===== src/mcs_pkg.sv =====
/*
 * Shared constants, types and decode functions for the main clock select
 * and oscillator settle counter block.
 * Assumes a single 250 MHz system clock and a synchronous active-high reset.
 */
`default_nettype none

package mcs_pkg;

    // ----------------------------------------------------------------
    // Register map
    // ----------------------------------------------------------------
    localparam logic [15:0] ADDR_MAIN_SEL = 16'hffa1;
    localparam logic [15:0] ADDR_SETTLE_STAT = 16'hffa3;
    localparam logic [15:0] ADDR_SETTLE_SEL = 16'hffa4;
    localparam logic [7:0] MAIN_SEL_RST = 8'h00;
    localparam logic [4:0] SETTLE_STAT_RST = 5'h00;
    localparam logic [2:0] SETTLE_SEL_RST = 3'h5;
    localparam logic [2:0] BIT_PERIPH_SRC = 3'h2;
    localparam logic [2:0] BIT_MAIN_STAT = 3'h1;
    localparam logic [2:0] BIT_MAIN_SRC = 3'h0;

    // ----------------------------------------------------------------
    // Settle wait encodings and X1 cycle counts
    // ----------------------------------------------------------------
    localparam int SETTLE_W = 17;
    localparam logic [SETTLE_W-1:0] SETTLE_2E11 = 17'h00800;
    localparam logic [SETTLE_W-1:0] SETTLE_2E13 = 17'h02000;
    localparam logic [SETTLE_W-1:0] SETTLE_2E14 = 17'h04000;
    localparam logic [SETTLE_W-1:0] SETTLE_2E15 = 17'h08000;
    localparam logic [SETTLE_W-1:0] SETTLE_2E16 = 17'h10000;

    // Dead time between dropping one main clock enable and raising the other
    localparam int CLK_PERIOD_PS = 4000;
    localparam int SWITCH_GAP_PS = 12000;
    localparam int SWITCH_GAP_CYC = (SWITCH_GAP_PS + CLK_PERIOD_PS - 1) / CLK_PERIOD_PS;

    // ----------------------------------------------------------------
    // Types
    // ----------------------------------------------------------------
    typedef struct packed {
        logic rd;
        logic wr;
        logic bit_wr;
        logic [2:0] bit_sel;
        logic bit_val;
        logic [15:0] addr;
        logic [7:0] data;
    } mcs_bus_s;

    typedef struct packed {
        logic main_int_en;
        logic main_ext_en;
        logic periph_ext;
        logic capture_ext;
    } mcs_clk_sel_s;

    typedef enum logic [0:0] {SW_IDLE, SW_GAP} mcs_sw_e;

    // Wait length for a select code; prohibited codes fall back to the longest
    function automatic logic [SETTLE_W-1:0] settle_limit(input logic [2:0] code);
        unique case (code)
            3'h1: settle_limit = SETTLE_2E11;
            3'h2: settle_limit = SETTLE_2E13;
            3'h3: settle_limit = SETTLE_2E14;
            3'h4: settle_limit = SETTLE_2E15;
            default: settle_limit = SETTLE_2E16;
        endcase
    endfunction : settle_limit

endpackage : mcs_pkg

`default_nettype wire


===== src/mcs_main_clock.sv =====
/*
 * Main clock source select, clock status and X1 settle control.
 * Assumes a byte-wide memory access port in the clk domain, stop events
 * as one-cycle pulses from the CPU, and an asynchronous X1 clock pin.
 */
`default_nettype none

module mcs_main_clock
    import mcs_pkg::*;
#(
    parameter int unsigned SETTLE_SHIFT = 0
) (
    input wire logic clk,
    input wire logic rst,
    input wire mcs_bus_s bus,
    output logic [7:0] rd_data,
    output logic rd_valid,
    input wire logic x1_pin,
    input wire logic stop_exec,
    input wire logic stop_release,
    input wire logic hs_oscillator_stop,
    input wire logic hs_osc_stop_set,
    output mcs_clk_sel_s clk_sel,
    output logic cpu_hold
);

    typedef struct packed {
        logic main_source_select;
        logic peripheral_source_select;
        logic periph_locked;
        logic main_source_status;
        logic [2:0] settle_code;
        logic [7:0] rd_data;
        logic rd_valid;
        mcs_sw_e sw;
        logic [3:0] gap_cnt;
        logic int_en;
        logic ext_en;
        logic stopped;
        logic post_stop;
        logic hold;
        logic [2:0] x1_sync;
    } mcs_state_s;

    mcs_state_s st;
    mcs_state_s next_st;
    logic [4:0] settle_flags;
    logic settle_reached;
    logic settle_clear;
    logic desired_ext;
    logic x1_edge;
    logic [SETTLE_W-1:0] settle_cap;

    // ----------------------------------------------------------------
    // Derived terms
    // ----------------------------------------------------------------
    // Main clock may only go external when the peripheral side is external
    assign desired_ext = st.peripheral_source_select & st.main_source_select;
    assign x1_edge = st.x1_sync[1] & ~st.x1_sync[2];
    assign settle_clear = stop_exec | hs_osc_stop_set;
    // Before any stop the counter runs to the longest wait
    assign settle_cap = st.post_stop ? (settle_limit(st.settle_code) >> SETTLE_SHIFT)
                                     : (SETTLE_2E16 >> SETTLE_SHIFT);

    // ----------------------------------------------------------------
    // Next state
    // ----------------------------------------------------------------
    always_comb begin
        next_st = st;
        next_st.x1_sync = {st.x1_sync[1:0], x1_pin};
        next_st.rd_valid = bus.rd;
        next_st.rd_data = 8'h00;
        // Register reads; unmapped addresses return zero
        if (bus.rd) begin
            unique case (bus.addr)
                ADDR_MAIN_SEL: next_st.rd_data = {5'h00, st.peripheral_source_select,
                                                  st.main_source_status,
                                                  st.main_source_select};
                ADDR_SETTLE_STAT: next_st.rd_data = {3'h0, settle_flags};
                ADDR_SETTLE_SEL: next_st.rd_data = {5'h00, st.settle_code};
                default: next_st.rd_data = 8'h00;
            endcase
        end
        // Mode register: byte or bit writes; status bit is never written
        if (bus.addr == ADDR_MAIN_SEL && (bus.wr || bus.bit_wr)) begin
            if (bus.wr || bus.bit_sel == BIT_MAIN_SRC) begin
                next_st.main_source_select = bus.wr ? bus.data[BIT_MAIN_SRC] : bus.bit_val;
            end
            if ((bus.wr || bus.bit_sel == BIT_PERIPH_SRC) && !st.periph_locked) begin
                next_st.peripheral_source_select = bus.wr ? bus.data[BIT_PERIPH_SRC]
                                                          : bus.bit_val;
                // First real change locks the bit until the next reset
                next_st.periph_locked = (next_st.peripheral_source_select
                                         != st.peripheral_source_select);
            end
        end
        // Settle select takes byte writes only; prohibited codes are stored as
        // written and decode to the longest wait
        if (bus.addr == ADDR_SETTLE_SEL && bus.wr) begin
            next_st.settle_code = bus.data[2:0];
        end
        // Stop sequencing and the post-stop hold
        if (stop_exec) begin
            next_st.stopped = 1'b1;
        end
        if (stop_release) begin
            next_st.stopped = 1'b0;
            next_st.post_stop = 1'b1;
            next_st.hold = st.main_source_status;
        end else if (st.hold && settle_reached && !st.stopped) begin
            next_st.hold = 1'b0;
        end
        if (hs_osc_stop_set) begin
            next_st.post_stop = 1'b0;
        end
        // Break-before-make main clock switch; status moves only with the
        // new enable so software never sees a source that is not yet live
        unique case (st.sw)
            SW_IDLE: begin
                if (desired_ext != st.main_source_status) begin
                    next_st.int_en = 1'b0;
                    next_st.ext_en = 1'b0;
                    next_st.gap_cnt = 4'(SWITCH_GAP_CYC);
                    next_st.sw = SW_GAP;
                end
            end
            SW_GAP: begin
                if (st.gap_cnt > 4'h1) begin
                    next_st.gap_cnt = st.gap_cnt - 4'h1;
                end else begin
                    next_st.int_en = ~desired_ext;
                    next_st.ext_en = desired_ext;
                    next_st.main_source_status = desired_ext;
                    next_st.sw = SW_IDLE;
                end
            end
        endcase
    end

    // ----------------------------------------------------------------
    // State register
    // ----------------------------------------------------------------
    always_ff @(posedge clk) begin
        if (rst) begin
            st <= '0;
            st.main_source_select <= MAIN_SEL_RST[BIT_MAIN_SRC];
            st.peripheral_source_select <= MAIN_SEL_RST[BIT_PERIPH_SRC];
            st.main_source_status <= MAIN_SEL_RST[BIT_MAIN_STAT];
            st.settle_code <= SETTLE_SEL_RST;
            st.int_en <= 1'b1;
            st.sw <= SW_IDLE;
        end else begin
            st <= next_st;
        end
    end

    // ----------------------------------------------------------------
    // Settle counter
    // ----------------------------------------------------------------
    // The oscillator is dead while stopped, so nothing is counted then
    mcs_settle_counter #(
        .SHIFT(SETTLE_SHIFT)
    ) u_settle (
        .clk(clk),
        .rst(rst),
        .clear(settle_clear),
        .run(!st.stopped && !hs_oscillator_stop),
        .x1_edge(x1_edge),
        .cap(settle_cap),
        .flags(settle_flags),
        .reached(settle_reached)
    );

    // ----------------------------------------------------------------
    // Outputs
    // ----------------------------------------------------------------
    // Watchdog and low-speed timer clocks are not routed here at all
    assign clk_sel.main_int_en = st.int_en;
    assign clk_sel.main_ext_en = st.ext_en;
    assign clk_sel.periph_ext = st.peripheral_source_select;
    assign clk_sel.capture_ext = st.peripheral_source_select;
    assign rd_data = st.rd_data;
    assign rd_valid = st.rd_valid;
    assign cpu_hold = st.hold;
endmodule : mcs_main_clock

`default_nettype wire


===== src/mcs_settle_counter.sv =====
/*
 * X1 oscillation settle counter with five sticky threshold flags.
 * Assumes x1_edge is a one-cycle pulse already synchronised to clk.
 */
`default_nettype none

module mcs_settle_counter
    import mcs_pkg::*;
#(
    parameter int unsigned SHIFT = 0
) (
    input wire logic clk,
    input wire logic rst,
    input wire logic clear,
    input wire logic run,
    input wire logic x1_edge,
    input wire logic [SETTLE_W-1:0] cap,
    output logic [4:0] flags,
    output logic reached
);

    typedef struct packed {
        logic [SETTLE_W-1:0] cnt;
        logic [4:0] flags;
    } mcs_cnt_state_s;

    mcs_cnt_state_s st;
    mcs_cnt_state_s next_st;
    logic [SETTLE_W-1:0] thr;

    // ----------------------------------------------------------------
    // Counting and flag update
    // ----------------------------------------------------------------
    // Counting only on real X1 edges keeps start-up time out of the wait
    always_comb begin
        next_st = st;
        thr = '0;
        if (clear) begin
            next_st = '0;
        end else if (run && x1_edge && st.cnt < cap) begin
            next_st.cnt = st.cnt + 17'h00001;
        end
        // Flag 4 is the shortest wait, flag 0 the longest
        for (int k = 0; k < 5; k++) begin
            thr = settle_limit(3'(k + 1)) >> SHIFT;
            if (!clear && next_st.cnt >= thr) begin
                next_st.flags[4-k] = 1'b1;
            end
        end
    end

    always_ff @(posedge clk) begin
        if (rst) begin
            st <= '0;
        end else begin
            st <= next_st;
        end
    end

    assign flags = st.flags;
    assign reached = (st.cnt >= cap);
endmodule : mcs_settle_counter

`default_nettype wire


===== config.mk =====
export PLATFORM = sky130hd
export DESIGN_NAME = mcs_main_clock
export DESIGN_NICKNAME = d
export VERILOG_FILES = /design/src/mcs_pkg.sv /design/src/mcs_main_clock.sv /design/src/mcs_settle_counter.sv
export SDC_FILE = /design/constraint.sdc
export NUM_CORES = 1
export LEC_CHECK = 0
export ABC_AREA = 1
export BUFFER_PORTS_ARGS = -buffer_cell sky130_fd_sc_hd__buf_2
export CAP_MARGIN = 10
export CORE_UTILIZATION = 60
export DETAILED_ROUTE_END_ITERATION = 8
export GPL_TIMING_DRIVEN = 0
export HOLD_SLACK_MARGIN = 0.03
export PLACE_DENSITY_LB_ADDON = 0.12
export REMOVE_ABC_BUFFERS = 1
export SLEW_MARGIN = 20
export SYNTH_ARGS = -nofsm -noshare
export SYNTH_HDL_FRONTEND = slang
export SYNTH_SLANG_ARGS = --single-unit

===== constraint.sdc =====
create_clock -name clk -period 4.49 [get_ports clk]
set_clock_uncertainty 0.2 [all_clocks]
set_input_delay 0.6735 -clock clk [delete_from_list [all_inputs] [get_ports clk]]
set_output_delay 0.6735 -clock clk [all_outputs]
set_load 0.02 [all_outputs]

==> results.toml <==
[run_status]
run_status = "finished, violations left"
violations = "DRC"

[cells_and_area]
layout_common_cells = "77 x nand2_1, 66 x nor2_1, 48 x dfxtp_1"
post-route-util_pct = 69.4
multi_input_area_um2 = 1480
drive_gt1_share_pct = 19.1
final_common_cell = "nand2_1"
finish.net_count = 475
regArea_um2 = 961
syn_to_final_growth_pct = 10.9
fillers = 371
fin_cells = 481
antenna_cells = 0

[logic_synthesis]
syn_inst = 392
ys.warnings.count = 0
syn-cell-area_um2 = 2720
synthDominantCellAreaShare_pct = 35.3
synth.distinct_cells = 41
synth_seq_cells = 48
synth.area.top_cells = "dfxtp_1 35%, nand2_1 11%, nor2_1 9.1%"
yosysTopAreaCell = "dfxtp_1"
syn_area_per_cell_um2 = 6.95
seq_area_frac_synth_pct = 35.3

[pwr]
p_switching_uw = 189
p_leak_nw = 1.29
p_int_uw = 615
ir_worst_vdd_mv = 0.176
power.density_nw_per_um2 = 266
clockPowerShare_pct = 40.2
combPwrFrac_pct = 6.4
swShare_pct = 23.5
seqPwrFrac_pct = 53.5

[clocking]
post_cts_buffers = 0
clk-insertion-delay-late_ps = 300
clk_pin_slew_ps = 90
clk_path_buf_depth = 2
cts-root-buf = "clkbuf_8"
ctsResizeCount = 0
clock_sinks = 48
ctsHtreeMaxLevel = 2
cts_tree = "yes"
cts_inserted_buffers = 5
hold_buffers = 0

[worst_setup_path]
reg2reg_to = "u_settle.flags[4]"
end_kind = "register"
criticalPathCategory = "reg -> reg"
reg2reg_slack_ps = 1790
regToRegStartpoint = "st[22]"
cp.required_ps = 4480
startpoint_type = "register"
cp.arrival_ps = 2690
reg2regPathDepth = 14
cp_max_fo = 7

[global_route]
grt_pass1_vias = 2182
grt_pass1_wl_um = 9310
antenna_found_initial = 0
grt_overflow = 0
grt_usage_pct = 23.9
grt_max_degree = 22

[timing]
finalSetupViolCount = 0
finalHoldViolCount = 0
slew_violations = 0
fin_tns_setup_ps = 0
finalCritPeriodShare_pct = 60.2
period_minus_slack_ps = 2700
fmaxAchievable_mhz = 370
rsz0062_at_grt = "false"

[die]
start_util_pct = 62.6
io_pins = 52
row_count = 24
die_h_um = 69.4
fp.dieArea_um2 = 4810
core-area_um2 = 4350
die_w_um = 69.4

[hold_path]
holdPathStages = 2
hp-class = "reg -> reg"
worstHoldStart = "next_st[1]"
holdPathEnd = "next_st[2]"

[routing]
via_count = 2528
route.detailed.drc = 1
wl_um = 5440
drt_iter0_markers = 143
viasPerCell = 5.26
dr.pass1.iters = 6
ant_nets = 0
wl_per_cell_um = 11.3

[placement]
io_buffers = 43
dpl.hpwl_um = 4150
placed_cells = 473
gp_congestion = 0.868

[job]
drv_cap = 0
sequential cells by signal, indices dropped and copies added (netlist names):
| register | flops |
|---|---|
| st | 14 |
| clk_sel | 3 |
| next_st | 2 |
| u_settle.flags | 5 |
| rd_data | 5 |
| cpu_hold | 1 |
| rd_valid | 1 |
| u_settle.st | 17 |
per-layer routing:
| layer | track usage, % | share of wire [%] | vias up |
|---|---|---|---|
| met5 | 0 | 0 | - |
| met4 | 7.03 | 0.81 | 0 |
| met3 | 4.80 | 5.3 | 6 |
| met2 | 38.6 | 43 | 72 |
| met1 | 32.2 | 50 | 1123 |
| li1 | - | - | 1327 |
cell families (layout without fill, tap and decap cells):
group	Yosys count	in the layout	synth area share (%)
xor gates and xnor gates	7	7	2.25
and+or+nand+nor	222	222	39.1
DFF	48	48	35.3
buffers and inverters	66	101	10.8
AOI/OAI and AO/OA	39	39	8.27
other	1	3	0.138
adders and majority gates	9	9	4.13
cell usage after synthesis:
master and count:
a211oi_1 3, a21oi_1 15, a21oi_4 1, a311oi_1 1, and3_1 2, buf_1 1
buf_2 1, buf_4 12, clkbuf_1 2, clkinv_1 1, conb_1 1, dfxtp_1 48
ha_1 9, inv_1 45, inv_2 4, nand2_1 77, nand2_2 5, nand2_4 1
nand3_1 25, nand3_2 3, nand3_4 1, nand3b_1 1, nand4_1 11, nand4_2 1
nor2_1 66, nor2_2 6, nor2_4 5, nor3_1 9, nor3_2 2, nor3b_1 1
nor4_1 3, nor4_2 1, o2111ai_1 1, o21a_1 1, o21ai_0 11, o21ai_1 5
o22ai_1 1, or2_1 1, or3b_2 1, xnor2_1 3, xor2_1 4
how the worst max path moves through the flow:
stage / cells past startpoint / slack, ps / from / to
finish: 14 / 1790 / st[22] / u_settle.flags[4]
global route: 14 / 1540 / st[22] / u_settle.flags[4]
CTS: 14 / 1790 / st[22] / u_settle.flags[4]
floorplan: 14 / 2000 / st[22] / u_settle.flags[4]
detailed placement: 14 / 1790 / st[22] / u_settle.flags[4]
global placement: 14 / 1820 / st[22] / u_settle.flags[4]
per-stage QoR:
step	power, mW	cell area (µm²)	setup slack [ps]	hold slack, ps
after floorplan	0.465	2630	2000	188
after global placement	0.490	2910	1820	202
after detailed placement	0.491	2910	1790	203
after CTS	0.809	3020	1790	218
after global routing	0.832	3020	1540	246
final	0.805	3020	1790	216
critical path, stage by stage (launching register included):
cell and delay (ps):
dfxtp_1 360, inv_1 90, nand4_1 100, or3b_2 450
ha_1 340, a21oi_4 220, nand2_1 110, nor2_4 200
nand2_1 70, nand2_1 70, nand2_1 60, nor2_1 100
nand2_1 60, nor2_1 100, nor2_1 40
cell type report:
| cell class | instances | share of cell area (%) |
|---|---|---|
| sequential | 48 | 31.8 |
| multi-input combinational | 280 | 48.9 |
| clock buffer | 5 | 2.28 |
| clock inverter | 3 | 1.53 |
| tap | 52 | 2.15 |
| inverter | 50 | 6.21 |
| timing repair buffer | 43 | 7.13 |
power groups by stage:
stage	Sequential (mW)	Combinational [mW]	Clock, mW
floorplan	0.441	0.0237	0
global placement	0.440	0.0502	0
detailed placement	0.440	0.0512	0
CTS	0.430	0.0514	0.328
global route	0.431	0.0581	0.343
finish	0.430	0.0514	0.323
Note: power is estimated with default switching activity, not from simulation.
